--- config.mk ---
export PLATFORM = sky130hd
export DESIGN_NAME = opm_top
export DESIGN_NICKNAME = d
export VERILOG_FILES = /design/src/rtl/opm_pkg.sv /design/src/rtl/opm_keyin.sv /design/src/rtl/opm_top.sv
export VERILOG_INCLUDE_DIRS = /design/src /design/src/rtl
export SDC_FILE = /design/constraint.sdc
export NUM_CORES = 1
export LEC_CHECK = 0
export BUFFER_PORTS_ARGS = -buffer_cell sky130_fd_sc_hd__buf_2
export CAP_MARGIN = 20
export CORE_UTILIZATION = 55
export CTS_CLUSTER_SIZE = 16
export DETAILED_ROUTE_END_ITERATION = 10
export GPL_ROUTABILITY_DRIVEN = 0
export PLACE_DENSITY = 0.84
export SLEW_MARGIN = 20
export SYNTH_ARGS = -nofsm -noshare
export SYNTH_HDL_FRONTEND = slang
export SYNTH_SLANG_ARGS = --single-unit
--- constraint.sdc ---
create_clock -name MCLK_IN -period 19.31 [get_ports MCLK_IN]
set_input_delay 2.8965 -clock MCLK_IN [delete_from_list [all_inputs] [get_ports MCLK_IN]]
set_output_delay 2.8965 -clock MCLK_IN [all_outputs]
set_load 0.02 [all_outputs]
--- src/rtl/opm_consts.svh ---
// Constants for the operator panel menu controller
`ifndef OPM_CONSTS_SVH
`define OPM_CONSTS_SVH
`define OPM_CLK_NS 10
`define OPM_DEBOUNCE_NS 10000000
`define OPM_REPEAT_NS 200000000
`define OPM_BLINK_NS 500000000
`define OPM_BLINK_W 26
`define OPM_NUM_W 10
`define OPM_IDX_W 8
`define OPM_VAL_W 16
`define OPM_NUM_FIRST 10'h000
`define OPM_NUM_LAST 10'h3e7
`define OPM_DISP_LAST 10'h032
`define OPM_DEF_LAST 10'h063
`define OPM_SETDEP_LAST 10'h257
`define OPM_SEEK_LIMIT 10'h3e7
`define OPM_STEP_FINE 16'h0001
`define OPM_STEP_MID 16'h000a
`define OPM_STEP_FAST 16'h0064
`define OPM_SET_DEFAULT 2'h0
`endif

--- src/rtl/opm_pkg.sv ---
// Types shared by the operator panel menu controller
package opm_pkg;
`include "opm_consts.svh"

  typedef enum logic [2:0] {
    OPM_OPER  = 3'b000,
    OPM_ALARM = 3'b001,
    OPM_NUM   = 3'b010,
    OPM_IDX   = 3'b011,
    OPM_VAL   = 3'b100,
    OPM_SEEK  = 3'b101
  } opm_mode_t;

  typedef enum logic [1:0] {
    OPM_R_DISP = 2'b00,
    OPM_R_DEF  = 2'b01,
    OPM_R_SET  = 2'b10,
    OPM_R_CFG  = 2'b11
  } opm_range_t;

  typedef struct packed {
    opm_mode_t mode;
    logic seek_up;
    logic [`OPM_NUM_W-1:0] scnt;
    logic [`OPM_NUM_W-1:0] num;
    logic [`OPM_IDX_W-1:0] idx;
    logic [`OPM_VAL_W-1:0] edit;
    logic [1:0] digit;
    logic wr;
    logic start;
    logic stop;
    logic ack;
    logic [1:0] method;
    logic [1:0] set;
    logic set_show;
    logic run;
    logic ready;
    logic rev;
    logic fault;
    logic edit_led;
    logic blink;
    logic [`OPM_BLINK_W-1:0] bcnt;
  } opm_state_t;

  function automatic opm_range_t range_of(
    input logic [`OPM_NUM_W-1:0] n);
    if (n <= `OPM_DISP_LAST) begin
      range_of = OPM_R_DISP;
    end else if (n <= `OPM_DEF_LAST) begin
      range_of = OPM_R_DEF;
    end else if (n <= `OPM_SETDEP_LAST) begin
      range_of = OPM_R_SET;
    end else begin
      range_of = OPM_R_CFG;
    end
  endfunction : range_of

  function automatic logic [`OPM_NUM_W-1:0] step_num(
    input logic [`OPM_NUM_W-1:0] n, input logic up);
    if (up) begin
      step_num = (n == `OPM_NUM_LAST) ? `OPM_NUM_FIRST : n + 1'b1;
    end else begin
      step_num = (n == `OPM_NUM_FIRST) ? `OPM_NUM_LAST : n - 1'b1;
    end
  endfunction : step_num

  // A step past a limit stops there; the next press wraps
  function automatic logic [`OPM_VAL_W-1:0] val_up(
    input logic [`OPM_VAL_W-1:0] v, s, lo, hi);
    logic [`OPM_VAL_W:0] sum;
    sum = {1'b0, v} + {1'b0, s};
    if (v >= hi) begin
      val_up = lo;
    end else if (sum > {1'b0, hi}) begin
      val_up = hi;
    end else begin
      val_up = sum[`OPM_VAL_W-1:0];
    end
  endfunction : val_up

  function automatic logic [`OPM_VAL_W-1:0] val_dn(
    input logic [`OPM_VAL_W-1:0] v, s, lo, hi);
    logic [`OPM_VAL_W:0] low;
    low = {1'b0, lo} + {1'b0, s};
    if (v <= lo) begin
      val_dn = hi;
    end else if (low > {1'b0, v}) begin
      val_dn = lo;
    end else begin
      val_dn = v - s;
    end
  endfunction : val_dn

  // One hex digit wraps on its own, leaving its neighbours alone
  function automatic logic [`OPM_VAL_W-1:0] nib_step(
    input logic [`OPM_VAL_W-1:0] v, input logic [1:0] d,
    input logic up);
    logic [3:0] n;
    n = v[{d, 2'b00} +: 4];
    n = up ? n + 4'h1 : n - 4'h1;
    nib_step = v;
    nib_step[{d, 2'b00} +: 4] = n;
  endfunction : nib_step
endpackage : opm_pkg

--- src/rtl/opm_keyin.sv ---
// Key synchroniser, debouncer and press/repeat event generator
`timescale 1ns/1ps
module opm_keyin #(
  parameter int DEBOUNCE_CYCLES = 1000000,
  parameter int REPEAT_CYCLES = 20000000,
  parameter bit REPEAT = 1'b0
) (
  // Clock and reset
  input wire logic clk_in,
  input wire logic rst_n_in,
  // Raw key, active high
  input wire logic key_in,
  // Debounced level and press events
  output logic level_out,
  output logic press_out
);
  localparam int CMAX = (DEBOUNCE_CYCLES > REPEAT_CYCLES) ?
                        DEBOUNCE_CYCLES : REPEAT_CYCLES;
  localparam int CW = $clog2(CMAX + 1);
  localparam logic [CW-1:0] DB_END = CW'(DEBOUNCE_CYCLES - 1);
  localparam logic [CW-1:0] REP_END = CW'(REPEAT_CYCLES - 1);

  typedef struct packed {
    logic s1;
    logic s2;
    logic level;
    logic press;
    logic [CW-1:0] db;
    logic [CW-1:0] rep;
  } opm_key_state_t;

  opm_key_state_t st;
  opm_key_state_t next_st;

  always_comb begin
    next_st = st;
    next_st.s1 = key_in;
    next_st.s2 = st.s1;
    next_st.press = 1'b0;
    if (st.s2 != st.level) begin
      // Level must hold for the full window before it is believed
      if (st.db == DB_END) begin
        next_st.level = st.s2;
        next_st.press = st.s2;
        next_st.db = '0;
        next_st.rep = '0;
      end else begin
        next_st.db = st.db + 1'b1;
      end
    end else begin
      next_st.db = '0;
      if (REPEAT && st.level) begin
        if (st.rep == REP_END) begin
          next_st.rep = '0;
          next_st.press = 1'b1;
        end else begin
          next_st.rep = st.rep + 1'b1;
        end
      end
    end
  end

  always_ff @(posedge clk_in or negedge rst_n_in) begin
    if (!rst_n_in) begin
      st <= '0;
    end else begin
      st <= next_st;
    end
  end

  assign level_out = st.level;
  assign press_out = st.press;
endmodule : opm_keyin

--- src/rtl/opm_top.sv ---
// Operator panel menu controller: keys, menu modes, editing, indicators
`timescale 1ns/1ps
`include "opm_consts.svh"

// Operation
// Mode key toggles operating and parameter modes; here it only enters parameter mode, Back key returns
// Mode key held speeds raise/lower change
// Raise/lower step parameter number
// Raise/lower change value, wrapping at limits
// Raise/lower change index number
// Back key exits edit, acknowledges faults
// Back key toggles last alarm display
// Start key only when panel start source
// Halt key always stops, chosen method
// Undefined keys do nothing
// Running indicator: contactor, regulators, operating
// Ready indicator: contactor closed, awaiting enable
// Reverse indicator follows reverse speed
// Fault lit steady, warning flashes
// Edit lit in selection, flashes editable
// Edit off and value frozen if locked
// Four number ranges; display ones read-only
// Four sets, selectable, set 1 default
// Show set digit for sets 2-4
// Skip hidden parameters when filtered
// Indexed: index first, then value
// Hex words edited digit by digit
// Rate x10 with mode, x100 both
// Debounced key events with held repeat
module opm_top
  import opm_pkg::*;
#(
  parameter int DEBOUNCE_CYCLES = `OPM_DEBOUNCE_NS / `OPM_CLK_NS,
  parameter int REPEAT_CYCLES = `OPM_REPEAT_NS / `OPM_CLK_NS,
  parameter int BLINK_CYCLES = `OPM_BLINK_NS / `OPM_CLK_NS
) (
  // Clock and reset
  input wire logic MCLK_IN,
  input wire logic RSTN_IN,
  // Panel keys, raw pins, active high
  input wire logic KEY_MODE_IN,
  input wire logic KEY_RAISE_IN,
  input wire logic KEY_LOWER_IN,
  input wire logic KEY_BACK_IN,
  input wire logic KEY_START_IN,
  input wire logic KEY_HALT_IN,
  // Drive status, same clock
  input wire logic CONTACTOR_IN,
  input wire logic REG_ENABLE_IN,
  input wire logic OPERATING_IN,
  input wire logic SPEED_REVERSE_IN,
  input wire logic FAULT_STATE_IN,
  input wire logic WARNING_IN,
  // Settings
  input wire logic START_SOURCE_SELECT_IN,
  input wire logic [1:0] STOP_METHOD_SELECT_IN,
  input wire logic [1:0] ACTIVE_SET_SELECT_IN,
  input wire logic SET_INPUT_ENABLE_IN,
  input wire logic [1:0] SET_INPUT_IN,
  input wire logic DISPLAY_FILTER_SELECT_IN,
  input wire logic KEY_CODE_OK_IN,
  // Attributes of the addressed parameter
  input wire logic PAR_VISIBLE_IN,
  input wire logic PAR_INDEXED_IN,
  input wire logic PAR_HEX_IN,
  input wire logic PAR_READ_ONLY_IN,
  input wire logic [`OPM_IDX_W-1:0] PAR_INDEX_MAX_IN,
  input wire logic [`OPM_VAL_W-1:0] PAR_MIN_IN,
  input wire logic [`OPM_VAL_W-1:0] PAR_MAX_IN,
  input wire logic [`OPM_VAL_W-1:0] PAR_VALUE_IN,
  // Parameter access and display
  output logic [`OPM_NUM_W-1:0] PARAM_NUM_OUT,
  output logic [1:0] PARAM_SET_OUT,
  output logic SET_DIGIT_SHOW_OUT,
  output logic [`OPM_IDX_W-1:0] PARAM_INDEX_OUT,
  output logic [`OPM_VAL_W-1:0] VALUE_OUT,
  output logic VALUE_WRITE_OUT,
  output logic [1:0] HEX_DIGIT_OUT,
  output logic [2:0] DISPLAY_MODE_OUT,
  // Drive commands
  output logic START_CMD_OUT,
  output logic STOP_CMD_OUT,
  output logic [1:0] STOP_METHOD_OUT,
  output logic FAULT_ACK_OUT,
  // Indicators
  output logic RUN_LED_OUT,
  output logic READY_LED_OUT,
  output logic REVERSE_LED_OUT,
  output logic FAULT_LED_OUT,
  output logic EDIT_LED_OUT
);
  localparam int K_MODE = 0;
  localparam int K_RAISE = 1;
  localparam int K_LOWER = 2;
  localparam int K_BACK = 3;
  localparam int K_START = 4;
  localparam int K_HALT = 5;
  localparam logic [`OPM_BLINK_W-1:0] BLINK_END =
    `OPM_BLINK_W'(BLINK_CYCLES - 1);

  logic rst_s1;
  logic rst_n;
  logic [5:0] key_raw;
  logic [5:0] lvl;
  logic [5:0] ev;
  logic up_ev;
  logic nav;
  logic toggle;
  logic writable;
  logic [1:0] sel_set;
  logic [`OPM_VAL_W-1:0] step;
  opm_range_t rng;
  opm_state_t st;
  opm_state_t next_st;

  always_ff @(posedge MCLK_IN or negedge RSTN_IN) begin
    if (!RSTN_IN) begin
      rst_s1 <= 1'b0;
      rst_n <= 1'b0;
    end else begin
      rst_s1 <= 1'b1;
      rst_n <= rst_s1;
    end
  end

  // Only the six function keys exist; nothing else is decoded
  assign key_raw = {KEY_HALT_IN, KEY_START_IN, KEY_BACK_IN,
                    KEY_LOWER_IN, KEY_RAISE_IN, KEY_MODE_IN};

  for (genvar i = 0; i < 6; i++) begin : g_key
    opm_keyin #(
      .DEBOUNCE_CYCLES(DEBOUNCE_CYCLES),
      .REPEAT_CYCLES(REPEAT_CYCLES),
      .REPEAT(i == K_RAISE || i == K_LOWER)
    ) u_key (
      .clk_in(MCLK_IN),
      .rst_n_in(rst_n),
      .key_in(key_raw[i]),
      .level_out(lvl[i]),
      .press_out(ev[i])
    );
  end

  assign up_ev = ev[K_RAISE];
  assign nav = ev[K_RAISE] | ev[K_LOWER];
  // A mode press while stepping only accelerates
  assign toggle = ev[K_MODE] & ~lvl[K_RAISE] & ~lvl[K_LOWER];
  assign rng = range_of(st.num);
  assign writable = KEY_CODE_OK_IN && !PAR_READ_ONLY_IN
                    && rng != OPM_R_DISP;
  assign sel_set = SET_INPUT_ENABLE_IN ? SET_INPUT_IN
                                       : ACTIVE_SET_SELECT_IN;
  assign step = (lvl[K_RAISE] && lvl[K_LOWER]) ? `OPM_STEP_FAST
              : lvl[K_MODE] ? `OPM_STEP_MID : `OPM_STEP_FINE;

  always_comb begin
    next_st = st;
    next_st.wr = 1'b0;
    next_st.start = 1'b0;
    next_st.stop = 1'b0;
    next_st.ack = 1'b0;
    unique case (st.mode)
      OPM_OPER: begin
        if (toggle) begin
          next_st.mode = OPM_NUM;
        end else if (ev[K_BACK]) begin
          next_st.mode = OPM_ALARM;
        end
      end
      OPM_ALARM: begin
        if (toggle) begin
          next_st.mode = OPM_NUM;
        end else if (ev[K_BACK]) begin
          next_st.mode = OPM_OPER;
        end
      end
      OPM_NUM: begin
        if (ev[K_BACK]) begin
          next_st.mode = OPM_OPER;
        end else if (toggle && PAR_INDEXED_IN) begin
          next_st.mode = OPM_IDX;
          next_st.idx = '0;
        end else if (toggle) begin
          next_st.mode = OPM_VAL;
          next_st.edit = PAR_VALUE_IN;
          next_st.digit = 2'h0;
        end else if (nav) begin
          next_st.num = step_num(st.num, up_ev);
          next_st.seek_up = up_ev;
          next_st.scnt = '0;
          next_st.mode = OPM_SEEK;
        end
      end
      OPM_SEEK: begin
        // Attributes follow the new number one cycle later
        if (ev[K_BACK]) begin
          next_st.mode = OPM_OPER;
        end else if (!DISPLAY_FILTER_SELECT_IN || PAR_VISIBLE_IN
                     || st.scnt == `OPM_SEEK_LIMIT) begin
          next_st.mode = OPM_NUM;
        end else begin
          next_st.num = step_num(st.num, st.seek_up);
          next_st.scnt = st.scnt + 1'b1;
        end
      end
      OPM_IDX: begin
        if (ev[K_BACK]) begin
          next_st.mode = OPM_OPER;
        end else if (toggle) begin
          next_st.mode = OPM_VAL;
          next_st.edit = PAR_VALUE_IN;
          next_st.digit = 2'h0;
        end else if (nav && up_ev) begin
          next_st.idx = (st.idx >= PAR_INDEX_MAX_IN) ? '0
                                                     : st.idx + 1'b1;
        end else if (nav) begin
          next_st.idx = (st.idx == '0) ? PAR_INDEX_MAX_IN
                                       : st.idx - 1'b1;
        end
      end
      OPM_VAL: begin
        if (ev[K_BACK]) begin
          next_st.mode = OPM_OPER;
        end else if (toggle) begin
          next_st.mode = OPM_NUM;
        end else if (nav && writable) begin
          if (PAR_HEX_IN && lvl[K_MODE]) begin
            next_st.digit = up_ev ? st.digit + 2'h1
                                  : st.digit - 2'h1;
          end else if (PAR_HEX_IN) begin
            next_st.edit = nib_step(st.edit, st.digit, up_ev);
            next_st.wr = 1'b1;
          end else begin
            next_st.edit = up_ev
              ? val_up(st.edit, step, PAR_MIN_IN, PAR_MAX_IN)
              : val_dn(st.edit, step, PAR_MIN_IN, PAR_MAX_IN);
            next_st.wr = 1'b1;
          end
        end
      end
      default: begin
        next_st.mode = OPM_OPER;
      end
    endcase

    next_st.ack = ev[K_BACK];
    next_st.stop = ev[K_HALT];
    next_st.method = STOP_METHOD_SELECT_IN;
    next_st.start = ev[K_START] && START_SOURCE_SELECT_IN;
    next_st.set = (rng == OPM_R_SET) ? sel_set : `OPM_SET_DEFAULT;
    next_st.set_show = (rng == OPM_R_SET)
                       && sel_set != `OPM_SET_DEFAULT;

    if (st.bcnt == BLINK_END) begin
      next_st.bcnt = '0;
      next_st.blink = ~st.blink;
    end else begin
      next_st.bcnt = st.bcnt + 1'b1;
    end

    next_st.run = CONTACTOR_IN && REG_ENABLE_IN && OPERATING_IN;
    next_st.ready = CONTACTOR_IN && !REG_ENABLE_IN;
    next_st.rev = SPEED_REVERSE_IN;
    next_st.fault = FAULT_STATE_IN || (WARNING_IN && st.blink);
    unique case (st.mode)
      OPM_NUM, OPM_SEEK, OPM_IDX: next_st.edit_led = 1'b1;
      OPM_VAL: next_st.edit_led = writable && st.blink;
      default: next_st.edit_led = 1'b0;
    endcase
  end

  always_ff @(posedge MCLK_IN or negedge rst_n) begin
    if (!rst_n) begin
      st <= '0;
    end else begin
      st <= next_st;
    end
  end

  assign PARAM_NUM_OUT = st.num;
  assign PARAM_SET_OUT = st.set;
  assign SET_DIGIT_SHOW_OUT = st.set_show;
  assign PARAM_INDEX_OUT = st.idx;
  assign VALUE_OUT = st.edit;
  assign VALUE_WRITE_OUT = st.wr;
  assign HEX_DIGIT_OUT = st.digit;
  assign DISPLAY_MODE_OUT = st.mode;
  assign START_CMD_OUT = st.start;
  assign STOP_CMD_OUT = st.stop;
  assign STOP_METHOD_OUT = st.method;
  assign FAULT_ACK_OUT = st.ack;
  assign RUN_LED_OUT = st.run;
  assign READY_LED_OUT = st.ready;
  assign REVERSE_LED_OUT = st.rev;
  assign FAULT_LED_OUT = st.fault;
  assign EDIT_LED_OUT = st.edit_led;
endmodule : opm_top

==> Word level (Yosys, flattened, before mapping) <==
Cells that the tools add are included.
{ "totals": {"output_inout_bits": 53, "wordCells": 281, "ff_bits": 317, "input_bits": 84} }
{ "op_classes": {"eq_ne": 46, "shift": 3, "addsub": 22, "order_cmp": 8, "n_bitwise": 9, "muxes": 93, "reduce_logical": 45} }
{ "op_table": {"columns": ["op", "count"], "rows": [
  ["25-bit two-way mux", 16],
  ["25-bit by 1-bit adder with 25-bit output (second input constant)", 8],
  ["25-bit by 20-bit == test with 1-bit output (second input constant)", 6],
  ["16-bit two-way mux", 7],
  ["51-bit two-way mux", 2],
  ["20-bit two-way mux", 4],
  ["19-bit two-way mux", 3],
  ["18-bit case mux with 3 select lines", 1],
  ["26-bit two-way mux", 2],
  ["25-bit == test (second input constant)", 2],
  ["8-bit two-way mux", 6],
  ["46-bit two-way mux", 1],
  ["10-bit two-way mux", 4],
  ["20-bit case mux with 2 select lines", 1],
  ["3-bit two-way mux", 13],
  ["18-bit two-way mux", 2],
  ["16-bit by 7-bit adder with 17-bit output", 2],
  ["17-bit by 16-bit > comparator with 1-bit output", 2],
  ["2-bit inequality test (second input constant)", 16],
  ["26-bit by 1-bit adder with 26-bit output (second input constant)", 1],
  ["26-bit == test (second input constant)", 1],
  ["24-bit two-way mux", 1],
  ["10-bit by 1-bit adder with 10-bit output (second input constant)", 2],
  ["10-bit == test (second input constant)", 2],
  ["51 further kinds", 121]
]} }

==> Logic depth before layout (Yosys ltp) <==
{ "depth": {"ltp_word": 13, "depth_mapped": 27, "mapped_depth_nobuf": 23} }

==> By module <==
Synthesis repeated with hierarchy kept, for this count alone.
{ "hier_totals": {"cells_unflattened": 2428, "area_unflattened_um2": 21854.7} }
{ "by_module_without_submodules": {"columns": ["module", "instances", "seq_area_each_um2", "area_per_inst_um2", "cells_per_inst"], "rows": [
  ["opm_top", 1, 2327.2, 9865.7, 1216],
  ["opm_keyin (g_key[0].u_key ...)", 4, 725.7, 1508.9, 148],
  ["opm_keyin (g_key[1].u_key ...)", 2, 1351.3, 2976.6, 310]
]} }

==> Least setup slack after synthesis <==
Ideal clock, no wire load.
{ "synth_path": {"kind": "input to register", "from": "in PAR_MIN_IN[1]", "to": "reg st (netlist bit VALUE_OUT[13])", "required_time_ns": 19.231, "path_buffers": 2, "t_arrival_ns": 6.199, "setup_slack_ns": 13.032, "stages": 21, "setup_time_ns": 0.079, "cell_sequence": "ha_1 a21o_1 a21oi_1 nor2b_1 o21ai_0 nor2_1 o21ai_0 nand2b_1 nand4_1 xnor2_1 ha_1 nand4_1 nor3_1 a221oi_1 a21boi_0 a41o_1 buf_2 buf_4 o22ai_1 a221oi_1 a2bb2oi_1"} }
{ "synth_between": {"elab_chain_cells": 11, "elab_cells_between_ends": 12, "cone_classes": "add/sub: 1; order compare: 2; mux: 9"} }
{ "synth_lines": {"columns": ["element", "line", "source"], "rows": [
  ["start, declared", "opm_top.sv:68", "input wire logic [`OPM_VAL_W-1:0] PAR_MIN_IN,"],
  ["16-bit by 7-bit adder with 17-bit output", "opm_pkg.sv:84", "low = {1'b0, lo} + {1'b0, s};"],
  ["17-bit by 16-bit > comparator with 1-bit output", "opm_pkg.sv:87", "end else if (low > {1'b0, v}) begin"],
  ["16-bit two-way mux", "opm_pkg.sv:87", null],
  ["16-bit two-way mux *", "opm_pkg.sv:85", "if (v <= lo) begin"],
  ["16-bit two-way mux *", "opm_top.sv:235", "? val_up(st.edit, step, PAR_MIN_IN, PAR_MAX_IN)"],
  ["16-bit two-way mux *", "opm_top.sv:230", "end else if (PAR_HEX_IN) begin"],
  ["16-bit two-way mux *", "opm_top.sv:227", "if (PAR_HEX_IN && lvl[K_MODE]) begin"],
  ["19-bit two-way mux *", "opm_top.sv:226", "end else if (nav && writable) begin"],
  ["19-bit two-way mux *", "opm_top.sv:224", "end else if (toggle) begin"],
  ["19-bit two-way mux *", "opm_top.sv:222", "if (ev[K_BACK]) begin"],
  ["18-bit case mux with 3 select lines *", "opm_top.sv:162", "unique case (st.mode)"],
  ["end signal, assigned", "opm_top.sv:276", "st <= next_st;"],
  ["end, declared", "opm_top.sv:113", "opm_state_t st;"]
]} }
Every way passes the cells marked *; elsewhere a longest branch is shown, timed or not. The select of a mux whose other input is x is not followed.
A chain may end at the register's enable or synchronous reset.

==> Final worst setup path <==
{ "layout_path": {"from": "in PAR_MIN_IN[1]", "to": "reg st (netlist bit VALUE_OUT[8])"} }
Same word-level chain as after synthesis.

==> flow_metrics.py <==
metrics = {
    "outcome": {
        "status": "finished, final reports clean",
    },
    "synth": {
        "synth.top_cell.area_share": 0.3916,
        "async_flop_share": 1.000,
        "synth_commonest_cells": "dfrtp_1, nor2_1, nand2_1, o21ai_0, nand3_1",
        "yosys.area.top_type": "dfrtp_1",
        "synth_edf_count": 0,
        "yosysMostFrequentCell": "dfrtp_1",
        "postSynthCellCount": 2302,
        "synth-main-ff-cell": "dfrtp_1",
        "ys_types": 97,
        "ys_seq_elements": 317,
        "synth_area_leaders": "dfrtp_1, ha_1, nor2_1",
        "yosysSeqAreaShare": 0.3916,
        "syn_area_um2": 20260,
        "syn-num-nets": 2502,
        "ys_warn_count": 0,
        "avgSynthCellArea_um2": 8.800,
    },
    "final_layout": {
        "antenna_cells": 0,
        "drive_above_1_share": 0.1107,
        "final_area_um2": 22110,
        "nNetsFinal": 2568,
        "fin_cells": 2854,
        "fillers": 2934,
        "areaGrowthSynthToFinish_pct": 9.141,
    },
    "critical_path": {
        "r2r-end": "VALUE_OUT[8]",
        "start_kind": "primary input",
        "startpoint": "PAR_MIN_IN[1]",
        "cp_cell_sequence": "buf_2 > ha_1 > a21o_1 > a21oi_1 > nor2b_1 > o21ai_0 > nor2_1 > o21ai_0 > nand2b_1 > nand4_1 > xnor2_1 > ha_1 > nand4_1 > nor3_1 > a221oi_1 > a21boi_0 > a41o_1 > o21ai_0 > a2111oi_2 > a221o_1",
        "r2r_cells": 22,
        "reg2reg_slack_ps": 12970,
        "crit_slowest_cell": "a41o_1",
        "critPathCapture": "VALUE_OUT[8]",
        "r2r-start": "g_key[2].u_key.level_out",
        "cp_slowest_stage_delay_ps": 780,
        "endpoint_kind": "register",
        "critPathMaxFanout": 27,
        "cp_common_cell": "o21ai_0",
        "arrival_ps": 7630,
        "timing_worst_setup_path_type": "primary input to register",
        "required_ps": 19780,
    },
    "timing": {
        "slew_headroom": 0.3674,
        "finalCritPeriodShare": 0.3711,
        "rsz0062_at_grt": "false",
        "period_minus_slack_ps": 7165,
        "hold_viol_final": 0,
        "clock_skew_ps": 30.61,
        "finalSetupViolations": 0,
        "setup_tns_ps": 0,
        "slew_viol_final": 0,
        "fmax_ghz": 0.1396,
        "tightest_slew_ps": 948.9,
    },
    "floorplanning": {
        "start_util": 0.5641,
        "row_count": 69,
        "die_w_um": 193.9,
        "die_area_um2": 37610,
        "die_height_um": 193.9,
        "core_um2": 35910,
        "io_pins": 137,
    },
    "power_and_ir_drop": {
        "p_total_w": 0.002190,
        "powerDensity_nw_per_um2": 99.05,
        "peakVddDrop_mv": 0.05905,
        "static-leakage-power_nw": 10.01,
    },
    "grt": {
        "grt_max_degree": 84,
        "antenna_found_initial": 0,
        "grt_pass1_wl_mm": 82.79,
        "grt.total_usage": 0.2646,
        "grt_pass1_vias": 17010,
        "grt_overflow": 0,
    },
    "route": {
        "avgRoutedWirePerCell_um": 17.69,
        "dr.pass1.iters": 6,
        "antenna_left": 0,
        "top_layer": "met4",
        "first_iter_violations": 1747,
        "via_per_inst": 6.148,
        "wl_met2_mm": 23.79,
        "finalWirelength_mm": 50.48,
        "drc": 0,
        "wl_met3_mm": 3.881,
        "wl_met1_mm": 20.42,
        "vias": 17550,
    },
    "cts": {
        "ctsLongestPathBuffers": 3,
        "htreeDepth": 2,
        "cts_setup_buffers": 0,
        "postCtsHoldBufs": 0,
        "tritoncts": "done",
        "clkTransAtPathRegs_ps": 60,
        "cts.sinks": 317,
        "cts_resized": 0,
        "clock_latency_ps": 530,
        "clockRootBuffer": "clkbuf_16",
        "cts_made_buffers": 35,
    },
    "placed_design": {
        "dp_hpwl_mm": 36.11,
        "port_buffers": 136,
        "place_area_um2": 20930,
        "dp_cells": 2792,
    },
    "hold_path": {
        "hp-class": "register to register",
        "hold_path_depth": 0,
    },
    "run": {
        "cap_violations": 0,
    },
}
[layout make-up]
cell class | count | area [um2] | share of cell area
well taps | 461 | 576.8 | 0.02609
clock buffers | 45 | 983.4 | 0.04448
multi-input cells | 1757 | 11240 | 0.5085
clock inverters | 17 | 191.4 | 0.008658
flip-flops and latches | 317 | 7936 | 0.3589
inverters | 110 | 412.9 | 0.01867
repair buffers | 147 | 767.0 | 0.03469
[flip-flops by register name, indices dropped and copies added, names as in the netlist, 2 cells and up]
signal,cells
g_key.u_key.level_out,6
PARAM_SET_OUT,2
PARAM_NUM_OUT,10
HEX_DIGIT_OUT,2
st,38
g_key.u_key.st,206
DISPLAY_MODE_OUT,3
VALUE_OUT,16
g_key.u_key.press_out,6
g_key.u_key.next_st,6
PARAM_INDEX_OUT,8
STOP_METHOD_OUT,2
[critical path, delay by kind of cell]
family	cells	cell delay (ps)
buffers and inverters	1	120
AND/OR/NAND/NOR	6	940
AO/OA/AOI/OAI	10	2980
XOR/XNOR	1	80
adder cells (fa/ha/maj)	2	610
[per-stage QoR]
stage               hold WS [ps]    util  setup WS [ps]
floorplan                  331.2       -           9821
global placement           333.4  0.5824          12070
detailed placement         340.5  0.5827          11830
CTS                        354.4  0.6154          12350
global route               355.9  0.6156          11940
finish                     349.1  0.6156          12140
[where the power goes]
group	total (W)	switching [W]	internal [W]
Clock	0.000680	0.000277	0.000404
Sequential	0.000791	0.0000955	0.000696
Combinational	0.000719	0.000451	0.000268
Total	0.00219	0.000823	0.00137
[per-layer routing]
metal | GRT usage | vias to the layer above
met5 | 0 | -
met4 | 0.1332 | 0
met3 | 0.04209 | 198
met2 | 0.4368 | 792
met1 | 0.3383 | 8351
li1 | - | 8205
[cell families (layout without fill, tap and decap cells)]
group	Yosys count	in the layout	share of synthesized area
mux	34	34	0.02013
simple gates	965	965	0.2343
xor+xnor	217	217	0.09382
compound gates	424	424	0.1324
buf+inv	228	319	0.05447
fa+ha+maj	116	116	0.07313
other cells	1	1	0.0001851
flops	317	317	0.3916
[worst min-delay path by stage]
stage                                     from                    end  slack, ps
finish              g_key[5].u_key.next_st[52]  g_key[5].u_key.st[52]        350
global route        g_key[5].u_key.next_st[52]  g_key[5].u_key.st[52]        360
CTS                 g_key[5].u_key.next_st[52]  g_key[5].u_key.st[52]        350
detailed placement  g_key[4].u_key.next_st[52]  g_key[4].u_key.st[52]        340
global placement    g_key[3].u_key.next_st[52]  g_key[3].u_key.st[52]        330
floorplan             g_key[5].u_key.press_out           STOP_CMD_OUT        330
[layout by cell type (no fill, tap or decap), drive strengths merged, types with 21 or more instances in the layout]
cell type	n
nand4	61
nand3	127
buf	147
a31oi	21
and3	57
xor2	105
clkbuf	45
xnor2	112
o31ai	26
ha	112
inv	111
nand2	180
nor4	25
nor3	47
nor2	320
nand2b	22
and2	21
a21oi	96
o21ai	159
dfrtp	317
or3	22
No activity file was read; power rests on OpenSTA's default activity.
